<file path="config.mk">
export PLATFORM = sky130hd
export DESIGN_NAME = cag_addr_gen
export DESIGN_NICKNAME = d
export VERILOG_FILES = /design/src/cag_regfile.sv /design/src/cag_addr_gen.sv
export SDC_FILE = /design/constraint.sdc
export NUM_CORES = 1
export LEC_CHECK = 0
export ABC_AREA = 0
export ABC_CLOCK_PERIOD_IN_PS = 5750
export BUFFER_PORTS_ARGS = -buffer_cell sky130_fd_sc_hd__buf_2
export CAP_MARGIN = 15
export CORE_MARGIN = 2
export CORE_UTILIZATION = 40
export DETAILED_ROUTE_END_ITERATION = 10
export PLACE_DENSITY = 0.64
export SYNTH_ARGS = -nofsm -noshare
export SYNTH_HDL_FRONTEND = slang
export SYNTH_SLANG_ARGS = --single-unit
</file>
<file path="constraint.sdc">
create_clock -name clk_i -period 5.75 [get_ports clk_i]
set_input_delay 1.15 -clock clk_i [delete_from_list [all_inputs] [get_ports clk_i]]
set_output_delay 1.15 -clock clk_i [all_outputs]
set_load 0.03 [all_outputs]
</file>
<file path="src/cag_regfile.sv">
package cag_pkg;
  localparam int          PC_W       = 14;
  localparam int          DATA_W     = 8;
  localparam int          ADDR_W     = 16;
  localparam int          REG_CNT    = 32;
  localparam int          REG_AW     = 5;
  localparam int          IO_AW      = 6;
  localparam int          DISP_W     = 6;
  localparam int          REL_W      = 12;
  localparam int          CLK_MHZ    = 100;
  localparam int          SRAM_CYC   = 2;
  localparam logic [15:0] IO_BASE    = 16'h0020;
  localparam logic [15:0] SRAM_BASE  = 16'h0060;
  localparam logic [4:0]  PTR_A_LO   = 5'h1A;
  localparam logic [4:0]  PTR_B_LO   = 5'h1C;
  localparam logic [4:0]  PTR_C_LO   = 5'h1E;
  localparam logic [7:0]  REG_RESET  = 8'h00;
  localparam logic [13:0] PC_RESET   = 14'h0000;
  localparam logic [13:0] PC_STEP1   = 14'h0001;
  localparam logic [13:0] PC_STEP2   = 14'h0002;
  localparam logic [15:0] PTR_STEP   = 16'h0001;

  typedef enum logic [3:0] {
    CAG_OP_NOP, CAG_OP_ALU1, CAG_OP_ALU2, CAG_OP_IO_IN, CAG_OP_IO_OUT,
    CAG_OP_LDS, CAG_OP_STS, CAG_OP_LD, CAG_OP_ST, CAG_OP_PM_LOAD,
    CAG_OP_PM_STORE, CAG_OP_PTR_JUMP, CAG_OP_PTR_CALL, CAG_OP_REL_JUMP,
    CAG_OP_REL_CALL
  } cag_op_t;

  typedef enum logic [1:0] {
    CAG_PTR_A, CAG_PTR_B, CAG_PTR_C
  } cag_ptr_t;

  typedef enum logic [1:0] {
    CAG_PM_PLAIN, CAG_PM_PREDEC, CAG_PM_POSTINC, CAG_PM_DISP
  } cag_pmode_t;

  typedef enum logic [3:0] {
    CAG_ALU_ADD, CAG_ALU_SUB, CAG_ALU_AND, CAG_ALU_OR, CAG_ALU_XOR,
    CAG_ALU_MOV, CAG_ALU_INC, CAG_ALU_DEC, CAG_ALU_COM
  } cag_alu_t;

  typedef enum logic [1:0] {
    CAG_ST_EXEC = 2'b01,
    CAG_ST_WAIT = 2'b10
  } cag_state_t;
endpackage

module cag_regfile (
  input  wire logic              clk_i,
  input  wire logic              rst_n_i,
  input  wire logic              wr_en_i,
  input  wire logic [4:0]        wr_addr_i,
  input  wire logic [7:0]        wr_data_i,
  input  wire logic              pair_wr_en_i,
  input  wire cag_pkg::cag_ptr_t pair_sel_i,
  input  wire logic [15:0]       pair_data_i,
  input  wire logic [4:0]        rd_a_addr_i,
  input  wire logic [4:0]        rd_b_addr_i,
  input  wire logic [4:0]        rd_c_addr_i,
  output logic      [7:0]        rd_a_data_o,
  output logic      [7:0]        rd_b_data_o,
  output logic      [7:0]        rd_c_data_o,
  output logic      [15:0]       ptr_a_o,
  output logic      [15:0]       ptr_b_o,
  output logic      [15:0]       ptr_c_o,
  output logic      [15:0]       pair0_o
);
  logic [7:0] regs [cag_pkg::REG_CNT];
  logic [4:0] pair_lo;
  logic [4:0] pair_hi;

  always_comb begin
    unique case (pair_sel_i)
      cag_pkg::CAG_PTR_A: pair_lo = cag_pkg::PTR_A_LO;
      cag_pkg::CAG_PTR_B: pair_lo = cag_pkg::PTR_B_LO;
      cag_pkg::CAG_PTR_C: pair_lo = cag_pkg::PTR_C_LO;
      default:            pair_lo = cag_pkg::PTR_C_LO;
    endcase
  end
  assign pair_hi = pair_lo | 5'h01;

  // ----------------------------------------------------------------
  // Storage
  // ----------------------------------------------------------------
  // Pointer update wins over a byte write to the same register
  for (genvar i = 0; i < cag_pkg::REG_CNT; i++) begin : g_reg
    localparam logic [4:0] IDX = 5'(i);
    always_ff @(posedge clk_i or negedge rst_n_i) begin
      if (!rst_n_i) begin
        regs[i] <= cag_pkg::REG_RESET;
      end else if (pair_wr_en_i && pair_lo == IDX) begin
        regs[i] <= pair_data_i[7:0];
      end else if (pair_wr_en_i && pair_hi == IDX) begin
        regs[i] <= pair_data_i[15:8];
      end else if (wr_en_i && wr_addr_i == IDX) begin
        regs[i] <= wr_data_i;
      end
    end
  end

  assign rd_a_data_o = regs[rd_a_addr_i];
  assign rd_b_data_o = regs[rd_b_addr_i];
  assign rd_c_data_o = regs[rd_c_addr_i];
  assign ptr_a_o     = {regs[cag_pkg::PTR_A_LO + 5'h01],
                        regs[cag_pkg::PTR_A_LO]};
  assign ptr_b_o     = {regs[cag_pkg::PTR_B_LO + 5'h01],
                        regs[cag_pkg::PTR_B_LO]};
  assign ptr_c_o     = {regs[cag_pkg::PTR_C_LO + 5'h01],
                        regs[cag_pkg::PTR_C_LO]};
  assign pair0_o     = {regs[1], regs[0]};
endmodule

</file>
<file path="src/cag_addr_gen.sv">
module cag_addr_gen (
  input  wire logic                clk_i,
  input  wire logic                rst_n_i,
  input  wire logic                instr_valid_i,
  input  wire cag_pkg::cag_op_t    op_i,
  input  wire cag_pkg::cag_alu_t   alu_op_i,
  input  wire logic [4:0]          dest_reg_i,
  input  wire logic [4:0]          src_reg_i,
  input  wire logic [5:0]          io_addr_i,
  input  wire cag_pkg::cag_ptr_t   ptr_sel_i,
  input  wire cag_pkg::cag_pmode_t ptr_mode_i,
  input  wire logic [5:0]          disp_i,
  input  wire logic [15:0]         data_word_i,
  input  wire logic [11:0]         rel_off_i,
  input  wire logic [7:0]          io_rdata_i,
  input  wire logic [7:0]          sram_rdata_i,
  input  wire logic [15:0]         pmem_rdata_i,
  output logic                     ready_o,
  output logic      [13:0]         pc_o,
  output logic                     flush_o,
  output logic                     call_o,
  output logic      [13:0]         ret_addr_o,
  output logic                     io_req_o,
  output logic                     io_we_o,
  output logic      [5:0]          io_addr_o,
  output logic      [7:0]          io_wdata_o,
  output logic                     sram_req_o,
  output logic                     sram_we_o,
  output logic      [15:0]         sram_addr_o,
  output logic      [7:0]          sram_wdata_o,
  output logic                     pmem_rd_o,
  output logic                     pmem_wr_o,
  output logic      [13:0]         pmem_addr_o,
  output logic      [15:0]         pmem_wdata_o
);
  cag_pkg::cag_state_t state;
  logic        accept;
  logic [7:0]  rd_a;
  logic [7:0]  rd_b;
  logic [7:0]  rd_c;
  logic [15:0] ptr_a;
  logic [15:0] ptr_b;
  logic [15:0] ptr_c;
  logic [15:0] pair0;
  logic [15:0] ptr_val;
  logic [15:0] ptr_dec;
  logic [15:0] ptr_inc;
  logic [15:0] eff_ind;
  logic [15:0] eff_addr;
  logic [15:0] io_off;
  logic        is_ld;
  logic        is_st;
  logic        is_mem;
  logic        in_regs;
  logic        in_io;
  logic        in_sram;
  logic        ptr_wb;
  logic [7:0]  alu_res;
  logic        wr_en;
  logic [4:0]  wr_addr;
  logic [7:0]  wr_data;
  logic [4:0]  pend_reg;
  logic        pend_hi;
  logic [7:0]  pm_byte;
  logic [13:0] pc_inc1;
  logic [13:0] rel_tgt;
  logic [13:0] next_pc;
  logic        is_jump;

  // ----------------------------------------------------------------
  // Register file
  // ----------------------------------------------------------------
  cag_regfile u_regfile (
    .clk_i        (clk_i),
    .rst_n_i      (rst_n_i),
    .wr_en_i      (wr_en),
    .wr_addr_i    (wr_addr),
    .wr_data_i    (wr_data),
    .pair_wr_en_i (ptr_wb),
    .pair_sel_i   (ptr_sel_i),
    .pair_data_i  (ptr_mode_i == cag_pkg::CAG_PM_PREDEC ? ptr_dec : ptr_inc),
    .rd_a_addr_i  (dest_reg_i),
    .rd_b_addr_i  (src_reg_i),
    .rd_c_addr_i  (eff_addr[4:0]),
    .rd_a_data_o  (rd_a),
    .rd_b_data_o  (rd_b),
    .rd_c_data_o  (rd_c),
    .ptr_a_o      (ptr_a),
    .ptr_b_o      (ptr_b),
    .ptr_c_o      (ptr_c),
    .pair0_o      (pair0)
  );

  // ----------------------------------------------------------------
  // Operand address
  // ----------------------------------------------------------------
  assign ready_o = (state == cag_pkg::CAG_ST_EXEC);
  assign accept  = instr_valid_i && ready_o;

  always_comb begin
    unique case (ptr_sel_i)
      cag_pkg::CAG_PTR_A: ptr_val = ptr_a;
      cag_pkg::CAG_PTR_B: ptr_val = ptr_b;
      cag_pkg::CAG_PTR_C: ptr_val = ptr_c;
      default:            ptr_val = ptr_c;
    endcase
  end

  assign ptr_dec = ptr_val - cag_pkg::PTR_STEP;
  assign ptr_inc = ptr_val + cag_pkg::PTR_STEP;

  // Displacement on pointer_a is not an encodable form; it falls to plain
  always_comb begin
    unique case (ptr_mode_i)
      cag_pkg::CAG_PM_PLAIN:   eff_ind = ptr_val;
      cag_pkg::CAG_PM_PREDEC:  eff_ind = ptr_dec;
      cag_pkg::CAG_PM_POSTINC: eff_ind = ptr_val;
      cag_pkg::CAG_PM_DISP:    eff_ind = (ptr_sel_i == cag_pkg::CAG_PTR_A)
                                         ? ptr_val
                                         : ptr_val + {10'h000, disp_i};
      default:                 eff_ind = ptr_val;
    endcase
  end

  assign is_ld    = (op_i == cag_pkg::CAG_OP_LD) ||
                    (op_i == cag_pkg::CAG_OP_LDS);
  assign is_st    = (op_i == cag_pkg::CAG_OP_ST) ||
                    (op_i == cag_pkg::CAG_OP_STS);
  assign is_mem   = is_ld || is_st;
  assign eff_addr = (op_i == cag_pkg::CAG_OP_LDS ||
                     op_i == cag_pkg::CAG_OP_STS) ? data_word_i
                                                  : eff_ind;
  assign in_regs  = eff_addr < cag_pkg::IO_BASE;
  assign in_io    = !in_regs && eff_addr < cag_pkg::SRAM_BASE;
  assign in_sram  = !in_regs && !in_io;
  assign io_off   = eff_addr - cag_pkg::IO_BASE;

  // Pointer write-back happens in the accepting cycle
  assign ptr_wb = accept &&
                  (op_i == cag_pkg::CAG_OP_LD || op_i == cag_pkg::CAG_OP_ST) &&
                  (ptr_mode_i == cag_pkg::CAG_PM_PREDEC ||
                   ptr_mode_i == cag_pkg::CAG_PM_POSTINC);

  // ----------------------------------------------------------------
  // ALU
  // ----------------------------------------------------------------
  always_comb begin
    unique case (alu_op_i)
      cag_pkg::CAG_ALU_ADD: alu_res = rd_a + rd_b;
      cag_pkg::CAG_ALU_SUB: alu_res = rd_a - rd_b;
      cag_pkg::CAG_ALU_AND: alu_res = rd_a & rd_b;
      cag_pkg::CAG_ALU_OR:  alu_res = rd_a | rd_b;
      cag_pkg::CAG_ALU_XOR: alu_res = rd_a ^ rd_b;
      cag_pkg::CAG_ALU_MOV: alu_res = rd_b;
      cag_pkg::CAG_ALU_INC: alu_res = rd_a + 8'h01;
      cag_pkg::CAG_ALU_DEC: alu_res = rd_a - 8'h01;
      cag_pkg::CAG_ALU_COM: alu_res = ~rd_a;
      default:              alu_res = rd_a;
    endcase
  end

  // ----------------------------------------------------------------
  // Register write port
  // ----------------------------------------------------------------
  assign pm_byte = pend_hi ? pmem_rdata_i[15:8] : pmem_rdata_i[7:0];

  always_comb begin
    wr_en   = 1'b0;
    wr_addr = dest_reg_i;
    wr_data = alu_res;
    if (state == cag_pkg::CAG_ST_WAIT) begin
      wr_addr = pend_reg;
      if (io_req_o && !io_we_o) begin
        wr_en   = 1'b1;
        wr_data = io_rdata_i;
      end else if (sram_req_o && !sram_we_o) begin
        wr_en   = 1'b1;
        wr_data = sram_rdata_i;
      end else if (pmem_rd_o) begin
        wr_en   = 1'b1;
        wr_data = pm_byte;
      end
    end else if (accept) begin
      if (op_i == cag_pkg::CAG_OP_ALU1 || op_i == cag_pkg::CAG_OP_ALU2) begin
        wr_en = 1'b1;
      end else if (is_ld && in_regs) begin
        wr_en   = 1'b1;
        wr_data = rd_c;
      end else if (is_st && in_regs) begin
        wr_en   = 1'b1;
        wr_addr = eff_addr[4:0];
        wr_data = rd_a;
      end
    end
  end

  // ----------------------------------------------------------------
  // Program counter
  // ----------------------------------------------------------------
  assign pc_inc1 = pc_o + cag_pkg::PC_STEP1;
  assign rel_tgt = pc_inc1 + {{2{rel_off_i[11]}}, rel_off_i};
  assign is_jump = (op_i == cag_pkg::CAG_OP_PTR_JUMP) ||
                   (op_i == cag_pkg::CAG_OP_PTR_CALL) ||
                   (op_i == cag_pkg::CAG_OP_REL_JUMP) ||
                   (op_i == cag_pkg::CAG_OP_REL_CALL);

  always_comb begin
    unique case (op_i)
      cag_pkg::CAG_OP_PTR_JUMP,
      cag_pkg::CAG_OP_PTR_CALL: next_pc = ptr_c[13:0];
      cag_pkg::CAG_OP_REL_JUMP,
      cag_pkg::CAG_OP_REL_CALL: next_pc = rel_tgt;
      cag_pkg::CAG_OP_LDS,
      cag_pkg::CAG_OP_STS:      next_pc = pc_o + cag_pkg::PC_STEP2;
      default:                  next_pc = pc_inc1;
    endcase
  end

  // Undivided system clock drives everything
  always_ff @(posedge clk_i or negedge rst_n_i) begin
    if (!rst_n_i) begin
      pc_o <= cag_pkg::PC_RESET;
    end else if (accept) begin
      pc_o <= next_pc;
    end
  end

  always_ff @(posedge clk_i or negedge rst_n_i) begin
    if (!rst_n_i) begin
      flush_o    <= 1'b0;
      call_o     <= 1'b0;
      ret_addr_o <= cag_pkg::PC_RESET;
    end else begin
      flush_o <= accept && is_jump;
      call_o  <= accept && (op_i == cag_pkg::CAG_OP_PTR_CALL ||
                            op_i == cag_pkg::CAG_OP_REL_CALL);
      if (accept) begin
        ret_addr_o <= pc_inc1;
      end
    end
  end

  // ----------------------------------------------------------------
  // Sequencer
  // ----------------------------------------------------------------
  // Every outside access except a program memory store holds issue for one extra cycle
  always_ff @(posedge clk_i or negedge rst_n_i) begin
    if (!rst_n_i) begin
      state <= cag_pkg::CAG_ST_EXEC;
    end else begin
      unique case (state)
        cag_pkg::CAG_ST_EXEC: begin
          if (accept && ((is_mem && !in_regs) ||
                         op_i == cag_pkg::CAG_OP_IO_IN ||
                         op_i == cag_pkg::CAG_OP_IO_OUT ||
                         op_i == cag_pkg::CAG_OP_PM_LOAD)) begin
            state <= cag_pkg::CAG_ST_WAIT;
          end
        end
        cag_pkg::CAG_ST_WAIT: state <= cag_pkg::CAG_ST_EXEC;
        default:              state <= cag_pkg::CAG_ST_EXEC;
      endcase
    end
  end

  always_ff @(posedge clk_i or negedge rst_n_i) begin
    if (!rst_n_i) begin
      pend_reg <= 5'h00;
      pend_hi  <= 1'b0;
    end else if (accept) begin
      pend_reg <= dest_reg_i;
      pend_hi  <= ptr_c[0];
    end
  end

  // ----------------------------------------------------------------
  // Data space requests
  // ----------------------------------------------------------------
  always_ff @(posedge clk_i or negedge rst_n_i) begin
    if (!rst_n_i) begin
      io_req_o   <= 1'b0;
      io_we_o    <= 1'b0;
      io_addr_o  <= 6'h00;
      io_wdata_o <= 8'h00;
    end else if (accept && (op_i == cag_pkg::CAG_OP_IO_IN ||
                            op_i == cag_pkg::CAG_OP_IO_OUT)) begin
      io_req_o   <= 1'b1;
      io_we_o    <= (op_i == cag_pkg::CAG_OP_IO_OUT);
      io_addr_o  <= io_addr_i;
      io_wdata_o <= rd_a;
    end else if (accept && is_mem && in_io) begin
      io_req_o   <= 1'b1;
      io_we_o    <= is_st;
      io_addr_o  <= io_off[5:0];
      io_wdata_o <= rd_a;
    end else begin
      io_req_o <= 1'b0;
      io_we_o  <= 1'b0;
    end
  end

  always_ff @(posedge clk_i or negedge rst_n_i) begin
    if (!rst_n_i) begin
      sram_req_o   <= 1'b0;
      sram_we_o    <= 1'b0;
      sram_addr_o  <= 16'h0000;
      sram_wdata_o <= 8'h00;
    end else if (accept && is_mem && in_sram) begin
      sram_req_o   <= 1'b1;
      sram_we_o    <= is_st;
      sram_addr_o  <= eff_addr;
      sram_wdata_o <= rd_a;
    end else begin
      sram_req_o <= 1'b0;
      sram_we_o  <= 1'b0;
    end
  end

  // ----------------------------------------------------------------
  // Program memory byte access
  // ----------------------------------------------------------------
  // Store ignores pointer_c bit 0; software must keep it clear
  always_ff @(posedge clk_i or negedge rst_n_i) begin
    if (!rst_n_i) begin
      pmem_rd_o    <= 1'b0;
      pmem_wr_o    <= 1'b0;
      pmem_addr_o  <= 14'h0000;
      pmem_wdata_o <= 16'h0000;
    end else begin
      pmem_rd_o <= accept && (op_i == cag_pkg::CAG_OP_PM_LOAD);
      pmem_wr_o <= accept && (op_i == cag_pkg::CAG_OP_PM_STORE);
      if (accept && (op_i == cag_pkg::CAG_OP_PM_LOAD ||
                     op_i == cag_pkg::CAG_OP_PM_STORE)) begin
        // Bit 15 would address past the 16K-word space
        pmem_addr_o  <= ptr_c[14:1];
        pmem_wdata_o <= pair0;
      end
    end
  end
endmodule

</file>
==> key figures <==
Synthesis
  – Main combinational cell family by area after synthesis: multiplexers
  – Synth Warn #: 0
  – Post-synthesis register bit count: roughly 370
  – Post-Synth Simple-Gate Area: 0.138
  – Mapped Avg Cell Area: around 10 um^2
  – Post-synth top area cell: dfrtp_1
  – Adder-cell share of the synthesized area: 0.0261
  – Mux share of post-synthesis cell area: 0.270
  – Synth top area share: 0.338
  – Yosys cell types: 87
  – Sequential-to-total area share from yosys stat: 0.339
  – Synth Area in Compound Gates: 0.163
  – Synth area leaders: dfrtp_1 (34%), mux2_2 (9.7%), mux4_2 (9.5%)
  – Synth Instances: ~2700
  – Synth Area in XOR/XNOR: 0.0213
  – Async SR Flop Fraction: 1.00
  – Top FF cell, synth: dfrtp_1
  – Synth Cell Area: 0.0272 mm^2
  – Syn_nets: slightly below 3000
  – EDFF count, synth: 0

STA
  – Slew HR: 0.288
  – Tmin final: about 5.7 ns
  – Slew Limit Fails: 0
  – Fmax: ~180 MHz
  – Worst-Margin Slew: approximately 1.1 ns
  – Endpoints failing hold: 0
  – Final WS setup: approximately 0.054 ns
  – Crit share post-route: 0.991
  – Setup violators final: 0
  – Clock Skew: between 0.02 and 0.03 ns

Run status
  – Status: finished clean

Global route
  – Vias in the first global route: between 20000 and 30000
  – Total gr overflow: 0
  – All-Layer GR Usage: 0.321
  – First-pass GRT wire length: 170000 um
  – Pin count of the biggest net entering global routing: approximately 130
  – Initial antenna violation count: 2

Pwr
  – Net Switching: a little under 0.005 W
  – Switching portion of total power: 0.410
  – Cell Int Power: between 0.006 and 0.007 W
  – PD cells: around 340 mW/mm^2
  – Tot Pwr: 0.0118 W
  – Leakage: approximately 16 nW
  – Clock network power share: 0.265
  – Maximum resistive drop on vdd: about 0.22 mV
  – Combinational fraction of design power: 0.440
  – Sequential Power Share: 0.295

Floorplanning
  – Die width: 265 um
  – I/O pins: roughly 200
  – Starting Density: 0.404
  – Die area: around 0.070 mm^2
  – Core ar.: a little under 0.07 mm^2
  – Rows: 95
  – DIE HEIGHT: ~260 um

Clock tree
  – Worst-skew pair later-pin latency: 0.62 ns
  – Clock-pin slew on the worst setup and hold paths: approximately 0.060 ns
  – Clock sink total: between 300 and 400
  – CTS max path bufs: 3
  – H-tree Lvls: 2
  – Root Driver: clkbuf_16
  – CTS tree: built
  – Total CTS buffers: 45

Critical path
  – Required time worst endpoint: approximately 6.2 ns
  – Crit path DAT: about 6.2 ns
  – CP startpoint kind: input pin
  – Crit Path Max Fanout: 11
  – WS Path Type: input pin to flop
  – Capturing element type of the critical path: flop

Route
  – DR iter-0 viols: roughly 3000
  – TritonRoute pass-1 iters: 6
  – Final WL: approximately 120000 um
  – DRC: 0
  – Antenna Nets Post-Route: 0
  – Vias per inst: 6.37
  – Drt wl/cell: 28.0 um
  – Via Count: ~26000

Run
  – Max-cap violations: 0

Final layout
  – Share of cells above drive strength 1: 0.386
  – Total Nets Final: roughly 3400
  – Register bank with the most flops: u_regfile.regs
  – Final-layout fill cell count: between 5000 and 6000
  – Post-Layout Inst Area: about 0.035 mm^2
  – Area growth syn-to-layout: 29.7%
  – Number of flip-flops in the largest register: roughly 190

Placement
  – Post-place setup slack: -0.833 ns
  – Hpwl dp: around 87000 um
  – Gp weighted congestion: 0.986
  – DP Area: about 0.033 mm^2
  – Port Buf Inserts: 201

Worst hold path
  – HP Class: flop to flop
[cells by family after synthesis]
group | count (synthesis)
flip-flops | 368
AND/OR/NAND/NOR | 773
adder cells (fa/ha/maj) | 55
AO/OA/AOI/OAI | 644
XOR/XNOR | 66
multiplexers | 552
buffers and inverters | 286
[worst paths after layout]
check / startpoint / end / slack, ns / depth (start not counted)
worst min-delay path: ret_addr_o[4] / ret_addr_o[4] / 0.47 / 2
worst max-delay path: ptr_sel_i[0] / u_regfile.regs[53] / 0.05 / 19
min in group asynchronous: rst_n_i / u_regfile.ptr_b_o[4] / 0.57 / 1
worst min register to register: ret_addr_o[4] / ret_addr_o[4] / 0.47 / 2
max in group asynchronous: rst_n_i / u_regfile.regs[75] / 3.82 / 2
worst max register to register: u_regfile.ptr_a_o[0] / u_regfile.ptr_a_o[7] / 0.21 / 21
[area by class of cell]
cell class                      count  area (um^2)  share of cell area
Timing Repair Buffer              676         5540               0.157
Multi-Input combinational cell   2090        17600               0.499
Antenna cell                        2         5.00            0.000142
Tap cell                          873         1090              0.0310
Clock buffer                       57         1220              0.0346
Clock inverter                     25          377              0.0107
Inverter                           63          236             0.00670
Sequential cell                   368         9210               0.261
[through the flow]
step           utilization  std cells  setup TNS (ns)  hold WS (ns)
3_5_place_dp         0.492       4058         -149.55         0.457
4_1_cts              0.516       4140               0         0.471
3_3_place_gp         0.492       4058         -130.10         0.454
2_1_floorplan            -       2744          -71.84         0.450
6_report             0.525       4154               0         0.472
5_1_grt              0.525       4153          -0.525         0.498
[power by group through the flow]
stage	logic [W]	clock network (W)	registers, W
2_1_floorplan	0.00248	0	0.00376
3_3_place_gp	0.00490	0	0.00348
3_5_place_dp	0.00496	0	0.00350
4_1_cts	0.00499	0.00316	0.00346
5_1_grt	0.00549	0.00327	0.00353
6_report	0.00521	0.00313	0.00349
[per-layer routing]
| layer | vias up | global-route usage | wire [um] |
|---|---|---|---|
| li1 | 11400 | - | - |
| met1 | 13200 | 0.427 | 46600 |
| met2 | 1607 | 0.498 | 51900 |
| met3 | 334 | 0.0764 | 11900 |
| met4 | 0 | 0.142 | 5860 |
| met5 | - | 0 | 0 |
[layout by cell type, fill, tap and decap left out, types with 30 or more instances in the layout]
cell type and n:
a211oi_1 89, a21oi_1 122, a31oi_1 34, buf_12 68, buf_2 195, buf_4 398, clkbuf_16 48, dfrtp_1 367
ha_1 46, inv_1 53, mux2_2 231, mux2i_1 159, mux4_2 115, nand2_1 295, nand3_1 58, nor2_1 123
nor2b_1 63, nor3_1 43, o21ai_0 89, o31ai_1 30, xnor2_1 43
[critical path: stages]
cell	delay (ns)
buf_6	0.12
buf_4	0.24
mux2i_2	0.29
o21ai_1	0.14
ha_1	0.32
nor2_1	0.06
a21oi_1	0.14
buf_4	0.19
o2111ai_4	0.16
buf_4	0.19
a31oi_4	0.17
o21a_1	0.18
a31oi_4	0.13
or4_4	0.50
or4_4	0.59
mux2_4	0.34
or4_4	0.66
nor2_8	0.27
mux2_4	0.33
[cells in the mapped netlist, types with 32 or more instances]
cell type,instances
a211oi_1,93
a21oi_1,129
a31oi_1,38
buf_1,44
clkbuf_1,154
dfrtp_1,367
ha_1,52
inv_1,58
mux2_1,32
mux2_2,235
mux2i_1,164
mux4_2,115
nand2_1,300
nand3_1,66
nor2_1,129
nor2b_1,66
nor3_1,48
o21ai_0,97
o31ai_1,34
xnor2_1,44
[what timing repair did]
item,in CTS,in global routing
hold buffers,0,0
cloned,0,4
pin swaps,1,33
setup buffers,0,8
gates resized for setup,5,91
endpoints found under the setup margin,62,256
No activity file was read; power rests on OpenSTA's default activity.
